[src/rhmc_pkg.sv]
// Constants, modes and timing for the ride height mode controller.
// Assumes a single 25 MHz core clock; all times become cycle counts here.
package rhmc_pkg;

  // ****************************************************************
  // Timing
  // ****************************************************************
  localparam int unsigned CLK_HZ          = 25000000;
  localparam int unsigned HOLD_MS         = 3000;   // Hold threshold
  localparam int unsigned REAR_MAX_S      = 40;     // Rear raise limit
  localparam int unsigned STEADY_S        = 15;     // Normal lamp steady time
  localparam int unsigned DEBOUNCE_MS     = 20;
  localparam int unsigned BLINK_MS        = 250;    // Half period of blink
  localparam int unsigned HOLD_CYC        = CLK_HZ / 1000 * HOLD_MS;
  localparam int unsigned REAR_MAX_CYC    = CLK_HZ * REAR_MAX_S;
  localparam int unsigned STEADY_CYC      = CLK_HZ * STEADY_S;
  localparam int unsigned DEBOUNCE_CYC    = CLK_HZ / 1000 * DEBOUNCE_MS;
  localparam int unsigned BLINK_CYC       = CLK_HZ / 1000 * BLINK_MS;

  // ****************************************************************
  // Speed limits in MPH
  // ****************************************************************
  localparam logic [7:0] REAR_RAISE_MPH   = 8'h14;  // 20
  localparam logic [7:0] FULL_RAISE_MPH   = 8'h0a;  // 10
  localparam logic [7:0] PART_LOWER_MPH   = 8'h0a;  // 10
  localparam logic [7:0] FULL_LOWER_MPH   = 8'h05;  // 5
  localparam logic [7:0] LEVEL_FIND_MPH   = 8'h05;  // 5

  // ****************************************************************
  // Modes, Gray coded along raise/lower path
  // ****************************************************************
  typedef enum logic [2:0] {
    RHMC_NORMAL     = 3'h0,
    RHMC_REAR_RAISE = 3'h1,
    RHMC_FULL_RAISE = 3'h3,
    RHMC_PART_LOWER = 3'h2,
    RHMC_FULL_LOWER = 3'h6,
    RHMC_LEVEL_FIND = 3'h4
  } rhmc_mode_t;

  // Lamp drive codes
  typedef enum logic [1:0] {
    RHMC_LAMP_OFF    = 2'h0,
    RHMC_LAMP_BLINK  = 2'h1,
    RHMC_LAMP_STEADY = 2'h3
  } rhmc_lamp_t;

  // Arrow result codes
  typedef enum logic [1:0] {
    RHMC_ARROW_NEAR     = 2'h0,
    RHMC_ARROW_ADJUST   = 2'h1,
    RHMC_ARROW_MARGINAL = 2'h3,
    RHMC_ARROW_EXCESS   = 2'h2
  } rhmc_arrow_t;

  localparam logic [1:0] BTN_NONE = 2'h0;

endpackage : rhmc_pkg

[src/rhmc_button.sv]
// Debounce and press classifier for one pushbutton.
// Assumes the raw button level is synchronous to core_clk.
`timescale 1ns/10ps
`default_nettype none

module rhmc_button
  import rhmc_pkg::*;
#(
  parameter int unsigned DEB_CYC  = DEBOUNCE_CYC,
  parameter int unsigned HOLD_LEN = HOLD_CYC
)
(
  input  wire logic core_clk,
  input  wire logic sys_rst,
  input  wire logic raw_btn,
  output logic      press_pulse,
  output logic      tap_pulse,
  output logic      hold_pulse,
  output logic      held
);

  localparam int unsigned DW = $clog2(DEB_CYC + 1);
  localparam int unsigned HW = $clog2(HOLD_LEN + 1);

  logic [DW-1:0] deb_cnt_reg;
  logic          stable_reg;
  logic [HW-1:0] hold_cnt_reg;
  logic          hold_done_reg;

  // ****************************************************************
  // Debounce: level must stay changed for DEB_CYC cycles
  // ****************************************************************
  always_ff @(posedge core_clk)
  begin
    if (sys_rst)
    begin
      deb_cnt_reg <= '0;
      stable_reg  <= 1'b0;
    end
    else if (raw_btn == stable_reg)
      deb_cnt_reg <= '0;
    else if (deb_cnt_reg == DW'(DEB_CYC - 1))
    begin
      deb_cnt_reg <= '0;
      stable_reg  <= raw_btn;
    end
    else
      deb_cnt_reg <= deb_cnt_reg + 1'b1;
  end

  // Hold timer runs while the clean level is pressed
  always_ff @(posedge core_clk)
  begin
    if (sys_rst)
    begin
      hold_cnt_reg  <= '0;
      hold_done_reg <= 1'b0;
    end
    else if (!stable_reg)
    begin
      hold_cnt_reg  <= '0;
      hold_done_reg <= 1'b0;
    end
    else if (!hold_done_reg)
    begin
      if (hold_cnt_reg == HW'(HOLD_LEN - 1))
        hold_done_reg <= 1'b1;
      hold_cnt_reg <= hold_cnt_reg + 1'b1;
    end
  end

  logic stable_d_reg;
  always_ff @(posedge core_clk)
  begin
    if (sys_rst)
      stable_d_reg <= 1'b0;
    else
      stable_d_reg <= stable_reg;
  end

  // Release before the threshold is a tap; reaching it is a hold
  assign press_pulse = stable_reg & ~stable_d_reg;
  assign tap_pulse   = ~stable_reg & stable_d_reg & ~hold_done_reg;
  assign hold_pulse  = stable_reg & ~hold_done_reg & (hold_cnt_reg == HW'(HOLD_LEN - 1));
  assign held        = stable_reg;

endmodule : rhmc_button

`default_nettype wire

[src/rhmc_top.sv]
// Ride height mode controller: button decode, mode selection, lamps.
// Assumes synchronous button, speed and sensor inputs and a 25 MHz clock.
`timescale 1ns/10ps
`default_nettype none

module rhmc_top
  import rhmc_pkg::*;
#(
  parameter int unsigned HOLD_LEN   = HOLD_CYC,
  parameter int unsigned REAR_LEN   = REAR_MAX_CYC,
  parameter int unsigned STEADY_LEN = STEADY_CYC,
  parameter int unsigned BLINK_LEN  = BLINK_CYC,
  parameter int unsigned DEB_LEN    = DEBOUNCE_CYC,
  parameter int unsigned SW         = 12,          // Sensor width
  parameter logic [SW-1:0] NEAR_LIM = 12'h010,     // Slope class bounds
  parameter logic [SW-1:0] ADJ_LIM  = 12'h080,
  parameter logic [SW-1:0] MARG_LIM = 12'h100
)
(
  input  wire logic              core_clk,
  input  wire logic              sys_rst,
  input  wire logic              raise_button,
  input  wire logic              lower_button,
  input  wire logic              normal_height_button,
  input  wire logic              level_button,
  input  wire logic              aux_normal_req,    // Auxiliary forced return
  input  wire logic [7:0]        speed_mph,
  input  wire logic              at_normal_height,  // All corners at ride height
  input  wire logic [4*SW-1:0]   corner_height,     // Signed offsets per corner
  input  wire logic [2*SW-1:0]   incline,           // X then Y, signed
  input  wire logic              hyd_active,
  input  wire logic [7:0]        hyd_valves,
  output logic      [7:0]        air_valves,        // Fill/exhaust per corner
  output logic      [2:0]        height_cmd,        // Commanded mode target
  output logic                   raise_lamp,
  output logic                   lower_lamp,
  output logic                   normal_lamp,
  output logic      [1:0]        arrow_green,       // X, Y
  output logic      [1:0]        arrow_amber
);

  localparam int unsigned RW = $clog2(REAR_LEN + 1);
  localparam int unsigned TW = $clog2(STEADY_LEN + 1);
  localparam int unsigned BW = $clog2(BLINK_LEN + 1);

  // ****************************************************************
  // Button decode
  // ****************************************************************
  logic [3:0] raw_vec;
  logic [3:0] tap_vec;
  logic [3:0] hold_vec;
  logic [3:0] press_vec;
  assign raw_vec = {level_button, normal_height_button, lower_button, raise_button};

  genvar gi;
  generate
    for (gi = 0; gi < 4; gi++)
    begin : g_btn
      rhmc_button #(
        .DEB_CYC  (DEB_LEN),
        .HOLD_LEN (HOLD_LEN)
      ) u_btn (
        .core_clk    (core_clk),
        .sys_rst     (sys_rst),
        .raw_btn     (raw_vec[gi]),
        .press_pulse (press_vec[gi]),
        .tap_pulse   (tap_vec[gi]),
        .hold_pulse  (hold_vec[gi]),
        .held        ()
      );
    end
  endgenerate

  logic raise_tap, lower_tap, raise_hold, lower_hold, normal_press, level_press;
  assign raise_tap    = tap_vec[0];
  assign lower_tap    = tap_vec[1];
  assign raise_hold   = hold_vec[0];
  assign lower_hold   = hold_vec[1];
  assign normal_press = press_vec[2];
  assign level_press  = press_vec[3];

  // ****************************************************************
  // Mode state
  // ****************************************************************
  rhmc_mode_t    mode_reg, mode_next;
  logic [RW-1:0] rear_cnt_reg;
  logic          rear_expired;
  logic          returning_reg;    // Normal requested, not yet at height
  logic          ret_req;

  assign rear_expired = (rear_cnt_reg == RW'(REAR_LEN));

  // Next mode; taps act on release so a hold never triggers both variants
  always_comb
  begin
    mode_next = mode_reg;
    ret_req   = 1'b0;
    case (mode_reg)
      RHMC_NORMAL:
      begin
        if (raise_hold && speed_mph <= FULL_RAISE_MPH)
          mode_next = RHMC_FULL_RAISE;
        else if (raise_tap && speed_mph <= REAR_RAISE_MPH)
          mode_next = RHMC_REAR_RAISE;
        else if (lower_hold && speed_mph <= FULL_LOWER_MPH)
          mode_next = RHMC_FULL_LOWER;
        else if (lower_tap && speed_mph <= PART_LOWER_MPH)
          mode_next = RHMC_PART_LOWER;
        else if (level_press && speed_mph <= LEVEL_FIND_MPH)
          mode_next = RHMC_LEVEL_FIND;
        // Over-speed button actions fall through unchanged
      end
      RHMC_REAR_RAISE:
      begin
        if (raise_hold && speed_mph <= FULL_RAISE_MPH)
          mode_next = RHMC_FULL_RAISE;
        else if (speed_mph > REAR_RAISE_MPH || rear_expired || lower_tap)
        begin
          mode_next = RHMC_NORMAL;
          ret_req   = 1'b1;
        end
      end
      RHMC_FULL_RAISE:
      begin
        if (speed_mph > FULL_RAISE_MPH || lower_tap)
        begin
          mode_next = RHMC_NORMAL;
          ret_req   = 1'b1;
        end
      end
      RHMC_PART_LOWER:
      begin
        if (lower_hold && speed_mph <= FULL_LOWER_MPH)
          mode_next = RHMC_FULL_LOWER;
        else if (speed_mph > PART_LOWER_MPH || raise_tap)
        begin
          mode_next = RHMC_NORMAL;
          ret_req   = 1'b1;
        end
      end
      RHMC_FULL_LOWER:
      begin
        if (speed_mph > FULL_LOWER_MPH || raise_tap)
        begin
          mode_next = RHMC_NORMAL;
          ret_req   = 1'b1;
        end
      end
      RHMC_LEVEL_FIND:
      begin
        if (level_press)
        begin
          mode_next = RHMC_NORMAL;
          ret_req   = 1'b1;
        end
      end
      default:
        mode_next = RHMC_NORMAL;
    endcase
    // Normal button or auxiliary return wins over everything
    if (normal_press || aux_normal_req)
    begin
      mode_next = RHMC_NORMAL;
      ret_req   = 1'b1;
    end
  end

  always_ff @(posedge core_clk)
  begin
    if (sys_rst)
      mode_reg <= RHMC_NORMAL;
    else
      mode_reg <= mode_next;
  end

  // Rear raise time limit; restarts on each entry
  always_ff @(posedge core_clk)
  begin
    if (sys_rst || mode_reg != RHMC_REAR_RAISE)
      rear_cnt_reg <= '0;
    else if (!rear_expired)
      rear_cnt_reg <= rear_cnt_reg + 1'b1;
  end

  // ****************************************************************
  // Normal lamp sequencing
  // ****************************************************************
  logic [TW-1:0] steady_cnt_reg;
  logic          steady_on_reg;
  logic          lamp_req_reg;    // Normal pressed or auxiliary request, in any mode

  // Reset counts as power-up: start returning so the lamp flashes or holds
  always_ff @(posedge core_clk)
  begin
    if (sys_rst)
      returning_reg <= 1'b1;
    else if (ret_req)
      returning_reg <= 1'b1;
    else if (mode_reg == RHMC_NORMAL && at_normal_height)
      returning_reg <= 1'b0;
  end

  always_ff @(posedge core_clk)
  begin
    if (sys_rst)
    begin
      steady_on_reg  <= 1'b0;
      steady_cnt_reg <= '0;
    end
    else if (mode_reg != RHMC_NORMAL || ret_req)
    begin
      steady_on_reg  <= 1'b0;
      steady_cnt_reg <= '0;
    end
    else if (returning_reg && at_normal_height)
    begin
      steady_on_reg  <= 1'b1;
      steady_cnt_reg <= '0;
    end
    else if (steady_on_reg)
    begin
      if (steady_cnt_reg == TW'(STEADY_LEN - 1))
        steady_on_reg <= 1'b0;
      steady_cnt_reg <= steady_cnt_reg + 1'b1;
    end
  end

  always_ff @(posedge core_clk)
  begin
    if (sys_rst)
      lamp_req_reg <= 1'b0;
    else
      lamp_req_reg <= normal_press | aux_normal_req;
  end

  // ****************************************************************
  // Blink timebase and lamp outputs
  // ****************************************************************
  logic [BW-1:0] blink_cnt_reg;
  logic          blink_reg;
  always_ff @(posedge core_clk)
  begin
    if (sys_rst)
    begin
      blink_cnt_reg <= '0;
      blink_reg     <= 1'b0;
    end
    else if (blink_cnt_reg == BW'(BLINK_LEN - 1))
    begin
      blink_cnt_reg <= '0;
      blink_reg     <= ~blink_reg;
    end
    else
      blink_cnt_reg <= blink_cnt_reg + 1'b1;
  end

  // Lamps are registered; off in any mode not owning them
  always_ff @(posedge core_clk)
  begin
    if (sys_rst)
    begin
      raise_lamp  <= 1'b0;
      lower_lamp  <= 1'b0;
      normal_lamp <= 1'b0;
    end
    else
    begin
      raise_lamp  <= (mode_reg == RHMC_FULL_RAISE) |
                     ((mode_reg == RHMC_REAR_RAISE) & blink_reg);
      lower_lamp  <= (mode_reg == RHMC_FULL_LOWER) |
                     ((mode_reg == RHMC_PART_LOWER) & blink_reg);
      normal_lamp <= (mode_reg == RHMC_NORMAL) &
                     (steady_on_reg | lamp_req_reg |
                      (returning_reg & blink_reg));
    end
  end

  // ****************************************************************
  // Level-find evaluation per axis
  // ****************************************************************
  logic [SW-1:0] corner_spread_reg;
  rhmc_arrow_t   arrow_class [2];

  // Corner spread is the XOR of the four offsets; its sign bit drops adjust to marginal
  always_ff @(posedge core_clk)
  begin
    if (sys_rst)
      corner_spread_reg <= '0;
    else
      corner_spread_reg <= corner_height[SW-1:0] ^ corner_height[SW +: SW] ^
                           corner_height[2*SW +: SW] ^ corner_height[3*SW +: SW];
  end

  generate
    for (gi = 0; gi < 2; gi++)
    begin : g_axis
      logic [SW-1:0] tilt;
      logic [SW-1:0] mag_reg;
      assign tilt = incline[gi*SW +: SW];
      always_ff @(posedge core_clk)
      begin
        if (sys_rst)
          mag_reg <= '0;
        else
          mag_reg <= tilt[SW-1] ? SW'(-tilt) : tilt;
      end
      always_comb
      begin
        if (mag_reg <= NEAR_LIM)
          arrow_class[gi] = RHMC_ARROW_NEAR;
        else if (mag_reg <= ADJ_LIM && corner_spread_reg[SW-1] == 1'b0)
          arrow_class[gi] = RHMC_ARROW_ADJUST;
        else if (mag_reg <= MARG_LIM)
          arrow_class[gi] = RHMC_ARROW_MARGINAL;
        else
          arrow_class[gi] = RHMC_ARROW_EXCESS;
      end
      // Arrows dark outside level-find
      always_ff @(posedge core_clk)
      begin
        if (sys_rst || mode_reg != RHMC_LEVEL_FIND)
        begin
          arrow_green[gi] <= 1'b0;
          arrow_amber[gi] <= 1'b0;
        end
        else
        begin
          arrow_green[gi] <= (arrow_class[gi] == RHMC_ARROW_NEAR) |
                             ((arrow_class[gi] == RHMC_ARROW_ADJUST) & blink_reg);
          arrow_amber[gi] <= (arrow_class[gi] == RHMC_ARROW_EXCESS) |
                             ((arrow_class[gi] == RHMC_ARROW_MARGINAL) & blink_reg);
        end
      end
    end
  endgenerate

  // ****************************************************************
  // Actuation commands
  // ****************************************************************
  always_ff @(posedge core_clk)
  begin
    if (sys_rst)
    begin
      air_valves <= 8'h00;
      height_cmd <= 3'h0;
    end
    else
    begin
      height_cmd <= mode_reg;
      // Hydraulic leveling takes the valves outright
      air_valves <= hyd_active ? hyd_valves : 8'h00;
    end
  end

endmodule : rhmc_top

`default_nettype wire

[config.mk]
export PLATFORM = sky130hd
export DESIGN_NAME = rhmc_top
export DESIGN_NICKNAME = d
export VERILOG_FILES = /design/src/rhmc_pkg.sv /design/src/rhmc_button.sv /design/src/rhmc_top.sv
export SDC_FILE = /design/constraint.sdc
export NUM_CORES = 1
export LEC_CHECK = 0
export BUFFER_PORTS_ARGS = -buffer_cell sky130_fd_sc_hd__buf_4
export CORE_MARGIN = 4
export CORE_UTILIZATION = 65
export CTS_CLUSTER_DIAMETER = 200
export DETAILED_ROUTE_END_ITERATION = 8
export PLACE_DENSITY = 0.85
export SLEW_MARGIN = 20
export SYNTH_ARGS = -nofsm -noshare
export SYNTH_HDL_FRONTEND = slang
export SYNTH_HIERARCHICAL = 1
export SYNTH_SLANG_ARGS = --single-unit
[constraint.sdc]
create_clock -name core_clk -period 8.63 [get_ports core_clk]
set_clock_uncertainty 0.15 [all_clocks]
set_input_delay 0.4315 -clock core_clk [delete_from_list [all_inputs] [get_ports core_clk]]
set_output_delay 0.4315 -clock core_clk [all_outputs]
set_load 0.05 [all_outputs]
Yosys cells after proc, flatten, opt, wreduce, memory -nomap -nowiden --
Index checks and enable logic that the tools add are counted.
Cells by class: add/sub/neg operators 11, multiply operators 0, div/mod/pow operators 0, order comparisons 12, equal/unequal tests 32, shift-type cells 0, multiplexer cells 37, bitwise gates (word level) 45, reductions and logical operators 41
Operators with widths (number):
- $add A19 B1 Y19 const B | 4
- $eq A19 B19 Y1 const B | 4
- $add A27 B1 Y27 const B | 2
- $eq A27 B27 Y1 const B | 2
- $mux W3 | 12
- $xor A12 B12 Y12 | 3
- $add A30 B1 Y30 const B | 1
- $eq A30 B30 Y1 const B | 1
- $add A29 B1 Y29 const B | 1
- $eq A29 B29 Y1 const B | 1
- $le A12 B5 Y1 const B | 2
- $le A12 B8 Y1 const B | 2
- $le A12 B9 Y1 const B | 2
- $neg A12 Y12 | 2
- $add A23 B1 Y23 const B | 1
- $eq A23 B23 Y1 const B | 1
- $mux W11 | 2
- $and A1 B1 Y1 | 18
- $pmux W3 S6 | 1
- $reduce_or A2 Y1 | 9
- $mux W1 | 17
- $not A1 Y1 | 15
- $reduce_or A3 Y1 | 5
- $logic_and A1 B1 Y1 | 9
- 25 further kinds | 61
Word-level totals: bits in registers 283, bits in latches 0, memory bits (writable) 0, memory bits (read-only) 0, bits of input ports 97, output and inout port bits 18, logic and storage cells 216, memories kept 0

Depth between registers and ports, before layout --
Gate-level depths: netlist of the first run.
depth after elaboration 10, mapped depth 12

Cells and area by module --
Netlist of the first run, hierarchy kept.
By module, submodules not included:
- rhmc_button | instances 4, cells an instance 269, area an instance 2393.5 µm², seq. area each 980.9 µm²
- rhmc_top | instances 1, cells an instance 696, area an instance 5911.9 µm², seq. area each 2642.5 µm²

Least setup slack after synthesis of the first run --
OpenSTA, ideal clock, no wires.
path type reg2reg, start point register g_btn[1].u_btn.hold_cnt_reg[0], end point register mode_reg[2], setup time 0.124 ns, data arrival time 2.479 ns, data required time 8.356 ns, path slack 5.877 ns, cell stages (with the launch flop) 13, path buffers 1, clock period less this slack 2.753 ns, path through dfxtp_1 -> ha_1 -> and4_1 -> buf_2 -> nand4_1 -> nor2_1 -> and3b_1 -> a21bo_2 -> o311a_1 -> o221ai_1 -> o41a_1 -> o221ai_1 -> mux2i_1
On the way: cells in the longest elaborated chain, start to end 7
Ends and longest elaborated chain:
- from (decl) | RTL line rhmc_button.sv:27 | logic [HW-1:0] hold_cnt_reg;
- from (signal assigned) | RTL line rhmc_button.sv:68 | hold_cnt_reg <= hold_cnt_reg + 1'b1;
- $eq A27 B27 Y1 * | RTL line rhmc_button.sv:84 | assign hold_pulse = stable_reg & ~hold_done_reg & (hold_cnt_reg == HW'(HOLD_LEN - 1));
- $and A1 B1 Y1 * | RTL line rhmc_button.sv:84
- named net hold_vec[1] | RTL line rhmc_top.sv:51 | logic [3:0] hold_vec;
- $logic_and A1 B1 Y1 * | RTL line rhmc_top.sv:105, rhmc_top.sv:133
- $mux W3 | RTL line rhmc_top.sv:105 | else if (lower_hold && speed_mph <= FULL_LOWER_MPH)
- $mux W3 | RTL line rhmc_top.sv:103 | else if (raise_tap && speed_mph <= REAR_RAISE_MPH)
- $mux W3 | RTL line rhmc_top.sv:101 | if (raise_hold && speed_mph <= FULL_RAISE_MPH)
- $pmux W3 S6 | RTL line rhmc_top.sv:98 | case (mode_reg)
- to (signal assigned) | RTL line rhmc_top.sv:173 | mode_reg <= mode_next;
- to (decl) | RTL line rhmc_top.sv:85 | rhmc_mode_t mode_reg, mode_next;
The timed path passes the listed nets; every way through them passes the cells marked *. A chain may end at the register's enable or synchronous reset.

Final worst setup path of the first run --
Ends and elaborated chain as after synthesis.

==> results of run 1 <==
## power by group through the flow
stage | clock (mW) | sequential (mW) | combinational, mW
finish | 1.31 | 1.28 | 0.106
global route | 1.38 | 1.28 | 0.118
CTS | 1.33 | 1.28 | 0.105
detailed placement | 0 | 1.31 | 0.0925
global placement | 0 | 1.30 | 0.0900
floorplan | 0 | 1.31 | 0.0540
## worst min-delay path by stage
stage                     slack (ps)              from  cells after the start             endpoint
after floorplan                  280  blink_cnt_reg[0]                      1     blink_cnt_reg[0]
after global placement           290  blink_cnt_reg[0]                      1     blink_cnt_reg[0]
after detailed placement         310  blink_cnt_reg[0]                      1     blink_cnt_reg[0]
after CTS                          8      lower_button                      2  g_btn[1].u_btn/held
after global routing              20      lower_button                      2  g_btn[1].u_btn/held
final                             20      lower_button                      2  g_btn[1].u_btn/held
## through the flow
step / hold WS, ps / setup WS [ps] / instance area [um2] / cells
detailed placement: 307 / 5430 / 13200 / 1729
global route: 23.7 / 5180 / 14500 / 1813
finish: 16.1 / 5380 / 14500 / 1813
global placement: 290 / 5470 / 13200 / 1729
floorplan: 276 / 5880 / 12700 / 1458
CTS: 7.60 / 5410 / 14500 / 1813
## critical path: stages, from the launching register on
cell,delay (ps)
dfxtp_1,430
ha_1,210
and4_1,390
nand4_1,130
nor2_1,190
and3b_1,260
a21bo_2,250
o311a_1,330
o221ai_1,290
o41a_1,250
o221ai_1,140
mux2i_1,140
## layout by cell type (no fill, tap or decap), types with 5 or more instances in the layout
cell / instances
dfxtp_1: 272
nand4_1: 59
nand2_1: 98
or4_1: 35
nand3_1: 90
xnor2_1: 55
and2_1: 16
clkbuf_1: 6
and4_1: 15
mux2i_1: 7
clkbuf_8: 5
nand2b_1: 6
or4_4: 9
dlygate4sd3_1: 31
a31oi_1: 5
inv_1: 37
ha_1: 12
nor4_1: 26
or3_1: 25
o21a_1: 6
bufinv_16: 5
nor4_2: 6
o21ai_0: 30
nor3_1: 24
o31ai_1: 32
a21oi_1: 56
nor2b_1: 15
nor4b_1: 8
clkbuf_16: 29
and3_1: 32
nor2_1: 224
buf_4: 70
xor2_1: 119
## final cells by class
type                    instances  area share (%)
inverters                      37           0.955
clock buffers                  40            5.62
repair buffers                101            5.75
clock inverters                13            1.41
multi-input cells            1090            46.6
flip-flops and latches        272            37.4
well taps                     260            2.24
## metal layers
layer  routed length [um]  track usage [%]  vias up  part of all wire, %
met2                13100             42.1      267                   49
met3                 1550             3.43       56                  5.8
met1                11600             32.2     4955                   43
met4                  670             7.11        0                  2.5
li1                     -                -     5318                    -
met5                    0                0        -                    0
## repair_timing
action,in CTS,in global routing
endpoints found under the setup margin,0,0
hold buffers,31,0
setup buffers,0,0
endpoints found under the hold margin,32,0
==> flow_summary_export.csv, run 1 <==
group,metric,value,unit
power,switching_share,20.8,%
logic_synthesis,syn_area_per_cell,8.71,um2
placed_design,dp_hpwl,18000,um
grt,grt_max_degree,44,
sta,setup_tns,0,ps
power,clkPwrFrac,48.6,%
cells_and_area,antenna_cells,0,
detailed_routing,vias_per_cell,5.84,
sta,fmax,0.308,GHz
power,switching_power,0.561,mW
power,p_int,2.13,mW
grt,antenna_found_initial,0,
sta,slew_violations,0,
logic_synthesis,synth_warnings,6,
worst_setup_path,r2r_start,"g_btn[1].u_btn/hold_cnt_reg[0]",
cells_and_area,seq_area,0.00545,mm2
worst_setup_path,crit_path_start,"g_btn[1].u_btn/hold_cnt_reg[0]",
grt,grt.total_usage,24.4,%
power,power.leakage,5.16,nW
sta,rsz0062_at_grt,"no",
detailed_routing,ant_nets,0,
logic_synthesis,netlist_instances,1458,
cts,cts_root_buf,"clkbuf_16",
worst_setup_path,path_class,"flop to flop",
logic_synthesis,syn_nets,1567,
cells_and_area,syn_to_final_growth,14.5,%
cells_and_area,largest_reg_flops,76,
cells_and_area,multiInputGateArea,0.00678,mm2
flow_run,cap_viol_max_count,0,
cts,clock-sinks,272,
grt,grt_first_pass_wirelength,46500,um
floorplanning,die_width,148,um
sta,fin_crit,3250,ps
power,pwr-share-comb,3.9,%
detailed_routing,via_count,10600,
worst_setup_path,crit_path_end_kind,"flop",
sta,finalCritPeriodShare,37.6,%
power,ir_worst_vdd,0.192,mV
sta,max_slew.worst_pin.slew,1020,ps
cts,path_clk_slew,60,ps
floorplanning,die_height,148,um
floorplanning,rows,50,
floorplanning,die_area,0.0218,mm2
detailed_routing,drt_first_pass_iters,5,
worst_setup_path,r2r_slack,5380,ps
worst_setup_path,arrival,3530,ps
placed_design,place.gp.congestion,0.856,
detailed_routing,wire_per_inst,14.8,um
logic_synthesis,syn-cell-area,0.0127,mm2
sta,finalSetupViolCount,0,
worst_setup_path,cp-start-kind,"flop",
cells_and_area,fin_util,76.7,%
floorplanning,core-area,0.0190,mm2
cells_and_area,layout-drive-gt1-share,10.4,%
worst_setup_path,worst_r2r_endpoint,"mode_reg[2]",
worst_setup_path,path_max_fanout,8,
detailed_routing,drc,0,
worst_hold_path,hold_class,"input port to flop",
floorplanning,start_util,67.0,%
cells_and_area,nFillCells,1319,
power,p_total,2.69,mW
detailed_routing,routed_wl,26900,um
floorplanning,num_io_pins,115,
cells_and_area,fin_nets,1640,
power,power_density,185,mW/mm2
worst_setup_path,worstSetupEndpoint,"mode_reg[2]",
cts,clk_latency,550,ps
cts,numCtsBuffers,29,
cts,cts.htree.levels,1,
grt,overflow,0,
cts,clockBufferDepth,3,
run_status,status,"finished clean",
placed_design,io_buffers,70,
cts,postCtsResizedCells,0,
detailed_routing,drtIter0Drc,510,
worst_setup_path,critPathRequiredTime,8910,ps
worst_setup_path,reg2reg_depth,11,
cts,tritoncts,"done",
sta,hold_viol,0,
sta,relSlewSlack,32.1,%
power,pwr-share-seq,47.5,%
grt,grt_pass1_vias,10100,
No activity file was read; power rests on OpenSTA's default activity.
==> inputs of run 2 (changes only) <==
--- a/config.mk
+++ b/config.mk
@@ -7,10 +7,10 @@
 export LEC_CHECK = 0
 export BUFFER_PORTS_ARGS = -buffer_cell sky130_fd_sc_hd__buf_4
 export CORE_MARGIN = 4
-export CORE_UTILIZATION = 65
+export CORE_UTILIZATION = 61
 export CTS_CLUSTER_DIAMETER = 200
 export DETAILED_ROUTE_END_ITERATION = 8
-export PLACE_DENSITY = 0.85
+export PLACE_DENSITY = 0.81
 export SLEW_MARGIN = 20
 export SYNTH_ARGS = -nofsm -noshare
 export SYNTH_HDL_FRONTEND = slang
==> constraint.sdc (replaced) <==
create_clock -name core_clk -period 3.1 [get_ports core_clk]
set_clock_uncertainty 0.15 [all_clocks]
set_input_delay 0.155 -clock core_clk [delete_from_list [all_inputs] [get_ports core_clk]]
set_output_delay 0.155 -clock core_clk [all_outputs]
set_load 0.05 [all_outputs]
==> run 2 against run 1 <==
Effect of this change:
- hold slack better by 13 ps
- sequential share of layout area decreased by 1.8 points
- sequential power rose to 2.8 times the previous value
- non-clock buffer count is 65 higher
- critical endpoint is now g_axis[1].mag_reg[10]
- combinational power grew to 3.7 times the previous value
- worst setup slack lost 5300 ps
- die area grew 6.2%
- register-to-register slack got worse by 5200 ps
- highest routed layer unchanged
- critical path type is now input port to flop
- largest cell class unchanged
- clock power rose to 2.9 times the previous value
- largest power group unchanged
- final cell count rose by 4.1%
==> flow_summary_export.csv, run 2 (same netlist as run 1, synthesis figures left out) <==
group,metric,value,unit
floorplanning,die_area,0.0232,mm2
sta,fmax,0.327,GHz
floorplanning,start_util,62.4,%
cts,cts_root_buf,"clkbuf_16",
placed_design,dp.cells,1751,
cells_and_area,antenna_cells,0,
power,pwr-share-seq,45.9,%
cells_and_area,syn_to_final_growth,20.3,%
power,pwr-share-comb,5.0,%
sta,finalSetupViolCount,0,
worst_setup_path,worst_r2r_endpoint,"returning_reg",
floorplanning,rows,52,
sta,fin_crit,3060,ps
worst_hold_path,hp-start,"speed_mph[6]",
power,p_int,6.12,mW
sta,finalCritPeriodShare,98.7,%
cts,clock-sinks,272,
power,ir_worst_vdd,0.341,mV
cts,tritoncts,"done",
sta,hold_viol,0,
cts,cts.htree.levels,1,
cells_and_area,fin_nets,1704,
worst_hold_path,worst_hold_path.endpoint,"steady_on_reg",
run_status,status,"finished clean",
cells_and_area,fin_util,75.0,%
cells_and_area,final_cells,1887,
cts,post_cts.repair.setup_buffers,0,
cells_and_area,largest_reg_flops,76,
grt,antenna_found_initial,0,
grt,grt_pass1_vias,10600,
sta,holdWs,29.5,ps
grt,grt_max_degree,44,
detailed_routing,routed_wl,29200,um
sta,relSlewSlack,52.6,%
worst_setup_path,r2r_slack,210,ps
worst_setup_path,r2r_start,"g_btn[1].u_btn/hold_cnt_reg[0]",
cells_and_area,layout-drive-gt1-share,11.8,%
floorplanning,die_width,152,um
worst_setup_path,path_class,"input port to flop",
cts,clockBufferDepth,3,
power,clkPwrFrac,49.1,%
flow_run,cap_viol_max_count,0,
sta,rsz0062_at_grt,"no",
placed_design,io_buffers,70,
worst_setup_path,cp-start-kind,"input port",
worst_setup_path,path_max_fanout,4,
worst_setup_path,arrival,3340,ps
floorplanning,core-area,0.0204,mm2
cells_and_area,mostFrequentLayoutCells,"dfxtp_1, nor2_1, xor2_1, nand2_1, nand3_1",
worst_hold_path,hold_depth,5,
worst_hold_path,hold_class,"input port to flop",
detailed_routing,vias_per_cell,5.79,
worst_setup_path,critPathRequiredTime,3380,ps
power,power.leakage,5.51,nW
detailed_routing,via_count,10900,
grt,grt.total_usage,24.2,%
cells_and_area,multiInputGateArea,0.00683,mm2
placed_design,place.gp.congestion,0.880,
grt,overflow,0,
grt,grt_first_pass_wirelength,49300,um
cts,numCtsBuffers,28,
detailed_routing,drtIter0Drc,580,
cts,path_clk_slew,60,ps
detailed_routing,wire_per_inst,15.5,um
sta,max_slew.worst_pin.slew,709,ps
floorplanning,num_io_pins,115,
power,power_density,507,mW/mm2
worst_setup_path,reg2reg_depth,11,
worst_setup_path,crit_path_end_kind,"flop",
placed_design,dp_hpwl,18000,um
floorplanning,die_height,152,um
detailed_routing,drt_first_pass_iters,5,
detailed_routing,ant_nets,0,
cells_and_area,final_common_cell,"dfxtp_1",
detailed_routing,drc,0,
power,switching_share,21.1,%
cts,clk_latency,550,ps
sta,slew_violations,0,
power,switching_power,1.63,mW
cells_and_area,nFillCells,1389,
sta,setup_tns,0,ps
cells_and_area,seq_area,0.00545,mm2
run 2: cell count changes in the layout (fill, tap and decap cells not counted), moves of 2 or more:
cell and change:
buf_4 +12, bufinv_16 +2, clkbuf_1 -6, clkinv_2 +3, dfxtp_1 -3, dfxtp_2 +3
dlygate4sd3_1 +53, nor2_1 -2, nor2_2 +2, nor4b_1 -2
run 2: layer usage:
metal	routed length, um	global-route usage, %	part of all wire (%)
met5	0	0	0
met4	757	7.62	2.6
met3	1220	3.72	4.2
met2	14500	42.2	50
met1	12800	30.9	44
run 2: how the worst max path moves through the flow:
stage	to	slack, ps	cells past startpoint	from
5_1_grt	g_axis[1].mag_reg[10]	3	9	incline[17]
6_report	g_axis[1].mag_reg[10]	40	9	incline[17]
4_1_cts	returning_reg	20	11	g_btn[0].u_btn/hold_cnt_reg[0]
3_5_place_dp	mode_reg[2]	130	11	g_btn[1].u_btn/hold_cnt_reg[0]
2_1_floorplan	mode_reg[2]	350	12	g_btn[1].u_btn/hold_cnt_reg[0]
3_3_place_gp	mode_reg[2]	250	11	g_btn[1].u_btn/hold_cnt_reg[0]
run 2: critical path, stage by stage:
cell           delay, ps
dlygate4sd3_1        550
buf_4                150
or3_1                430
or4_4                470
o31ai_2              240
xor2_1               160
dlygate4sd3_1        550
nor2_1                40
dlygate4sd3_1        580
run 2: layout make-up:
class	count	share of cell area (%)
Sequential cell	272	35.7
Tap cell	270	2.21
Clock inverter	18	1.87
Timing Repair Buffer	166	9.53
Multi-Input combinational cell	1090	44.7
Clock buffer	34	5.12
Inverter	37	0.909
run 2: power by group through the flow:
stage / Clock, mW / Combinational [mW] / Sequential, mW
after detailed placement: 0 / 0.260 / 3.63
after CTS: 3.85 / 0.366 / 3.56
after global routing: 4.01 / 0.421 / 3.56
after floorplan: 0 / 0.150 / 3.65
after global placement: 0 / 0.253 / 3.63
final: 3.80 / 0.388 / 3.56
run 2: repair_timing:
action                                  in CTS  in global routing
gates resized for setup                      0                 15
hold buffers                                84                  0
endpoints found under the hold margin       57                  0
endpoints found under the setup margin       0                  4
run 2: per-stage QoR:
| stage | setup slack [ps] | instance area (um2) | power, mW |
|---|---|---|---|
| 2_1_floorplan | 347 | 12700 | 3.80 |
| 3_5_place_dp | 133 | 13300 | 3.89 |
| 4_1_cts | 23.9 | 15200 | 7.77 |
| 3_3_place_gp | 253 | 13300 | 3.89 |
| 5_1_grt | 3.34 | 15300 | 7.99 |
| 6_report | 41.2 | 15300 | 7.75 |
==> inputs of run 3 (changes only) <==
--- a/config.mk
+++ b/config.mk
@@ -7,10 +7,10 @@
 export LEC_CHECK = 0
 export BUFFER_PORTS_ARGS = -buffer_cell sky130_fd_sc_hd__buf_4
 export CORE_MARGIN = 4
-export CORE_UTILIZATION = 61
+export CORE_UTILIZATION = 55
 export CTS_CLUSTER_DIAMETER = 200
 export DETAILED_ROUTE_END_ITERATION = 8
-export PLACE_DENSITY = 0.81
+export PLACE_DENSITY = 0.77
 export SLEW_MARGIN = 20
 export SYNTH_ARGS = -nofsm -noshare
 export SYNTH_HDL_FRONTEND = slang
==> constraint.sdc (replaced) <==
create_clock -name core_clk -period 2.7 [get_ports core_clk]
set_clock_uncertainty 0.15 [all_clocks]
set_input_delay 0.135 -clock core_clk [delete_from_list [all_inputs] [get_ports core_clk]]
set_output_delay 0.135 -clock core_clk [all_outputs]
set_load 0.05 [all_outputs]
==> run 3 against run 2 <==
Effect of this change:
- final cell count grew 1.2%
- register-to-register slack lost 150 ps
- highest routed layer unchanged
- critical path type is now flop to flop
- critical endpoint is now mode_reg[2]
- wire length down 4.1%
- sequential share of layout area rose by 0.15 points
- utilization down 8.0 points
- largest power group is now sequential cells
- via count fell by 0.35%
- combinational power grew 4%
- clock power increased by 3%
- sequential power increased by 15%
- global-route usage is 3.0 points lower
- total power rose by 8.2%
==> flow_summary_export.csv, run 3 (same netlist as run 1, synthesis figures left out) <==
group,metric,value,unit
power,clkPwrFrac,46.5,%
flow_run,cap_viol_max_count,0,
cells_and_area,syn_to_final_growth,19.8,%
sta,hold_viol,0,
cells_and_area,layout-drive-gt1-share,12.8,%
worst_setup_path,cp-start-kind,"flop",
cts,numCtsBuffers,28,
cts,clockBufferDepth,3,
cts,clock-sinks,272,
grt,grt_max_degree,32,
power,p_int,6.63,mW
worst_setup_path,r2r_slack,60,ps
grt,grt.total_usage,21.2,%
cts,cts.htree.levels,1,
worst_setup_path,r2r_start,"g_btn[1].u_btn/hold_cnt_reg[1]",
cells_and_area,final_common_cell,"dfxtp_1",
worst_setup_path,worst_r2r_endpoint,"mode_reg[2]",
power,power.leakage,5.52,nW
floorplanning,num_io_pins,115,
floorplanning,rows,55,
power,switching_share,21.0,%
worst_hold_path,hold_class,"input port to flop",
detailed_routing,via_count,10900,
grt,overflow,0,
sta,fmax,0.379,GHz
sta,holdWs,31.3,ps
worst_setup_path,path_class,"flop to flop",
power,power_density,551,mW/mm2
power,switching_power,1.76,mW
placed_design,dp_hpwl,18400,um
sta,finalSetupViolCount,0,
power,ir_worst_vdd,0.448,mV
floorplanning,die_height,160,um
floorplanning,die_width,160,um
worst_setup_path,crit_path_start,"g_btn[1].u_btn/hold_cnt_reg[1]",
detailed_routing,drt_first_pass_iters,6,
sta,max_slew.worst_pin.slew,981,ps
worst_hold_path,hp-start,"speed_mph[5]",
worst_hold_path,hold_depth,5,
detailed_routing,routed_wl,28000,um
cts,clk_latency,530,ps
detailed_routing,ant_nets,0,
floorplanning,die_area,0.0256,mm2
worst_hold_path,worst_hold_path.endpoint,"mode_reg[1]",
grt,antenna_found_initial,0,
grt,grt_pass1_vias,10500,
sta,slew_violations,0,
power,pwr-share-seq,48.7,%
sta,relSlewSlack,34.6,%
detailed_routing,vias_per_cell,5.71,
power,pwr-share-comb,4.8,%
cells_and_area,antenna_cells,0,
run_status,status,"finished clean",
grt,grt_first_pass_wirelength,47700,um
sta,rsz0062_at_grt,"yes",
sta,fin_crit,2640,ps
worst_setup_path,crit_path_end_kind,"flop",
worst_setup_path,path_max_fanout,3,
detailed_routing,drtIter0Drc,787,
worst_setup_path,arrival,2900,ps
placed_design,io_buffers,70,
cts,tritoncts,"done",
floorplanning,core-area,0.0227,mm2
detailed_routing,wire_per_inst,14.7,um
cts,path_clk_slew,60,ps
detailed_routing,drc,0,
worst_setup_path,reg2reg_depth,11,
sta,finalCritPeriodShare,97.8,%
worst_setup_path,critPathRequiredTime,2960,ps
floorplanning,start_util,56.0,%
cells_and_area,largest_reg_flops,76,
cells_and_area,mostFrequentLayoutCells,"dfxtp_1, nor2_1, xor2_1, buf_4, nand2_1",
power,p_total,8.39,mW
cts,cts_root_buf,"clkbuf_16",
cells_and_area,fin_nets,1713,
placed_design,place.gp.congestion,0.881,
run 3: cell type report:
type / count / area [um2]
clock buffers: 42 / 855
clock inverters: 9 / 98.8
fillers: 1820 / 7490
inverters: 37 / 139
multi-input cells: 1090 / 6840
flip-flops and latches: 272 / 5450
well taps: 285 / 357
repair buffers: 175 / 1490
run 3: power by group through the flow:
stage | sequential, mW | clock [mW] | combinational (mW)
after floorplan | 4.19 | 0 | 0.173
after global routing | 4.09 | 4.15 | 0.437
final | 4.08 | 3.90 | 0.402
after global placement | 4.17 | 0 | 0.291
after detailed placement | 4.17 | 0 | 0.297
after CTS | 4.08 | 3.99 | 0.387
run 3: through the flow:
step / setup slack [ps] / instances / utilization [%] / setup TNS (ps) / instance area [um2]
floorplan: 5.18 / 1458 / - / 0 / 12700
global placement: -42.3 / 1785 / 59.4 / -42.3 / 13500
detailed placement: -70.3 / 1785 / 59.4 / -70.3 / 13500
CTS: 24.3 / 1907 / 66.9 / 0 / 15200
global route: -77.5 / 1910 / 67.0 / -151 / 15200
finish: 58.5 / 1910 / 67.0 / 0 / 15200
run 3: layer usage:
metal  vias to the layer above  global-route usage, %  wire, um
met5                         -                      0         0
met1                      5139                   28.0     12700
met3                        55                   2.84      1160
met2                       230                   36.1     13500
met4                         0                   6.65       647
li1                       5473                      -         -
run 3: critical path: stages (launching register included):
cell      delay (ps)
dfxtp_4          360
ha_4             140
and4_4           200
nand4_1          120
nor2_2           150
and3b_1          210
a21bo_2          240
o311a_1          290
o221ai_2         180
o41a_1           220
o221ai_2         110
mux2i_1          130
run 3: how the worst max path moves through the flow:
stage | end | cells after the start
after detailed placement | mode_reg[2] | 10
after CTS | mode_reg[2] | 11
after global placement | mode_reg[2] | 10
after floorplan | mode_reg[2] | 12
after global routing | mode_reg[2] | 10
final | mode_reg[2] | 11
run 3: repair_timing:
item,CTS,global route
setup buffers,1,3
hold endpoints to repair,57,0
hold buffers,70,0
pin swaps,2,5
gates resized for setup,8,5
setup endpoints to repair,2,5
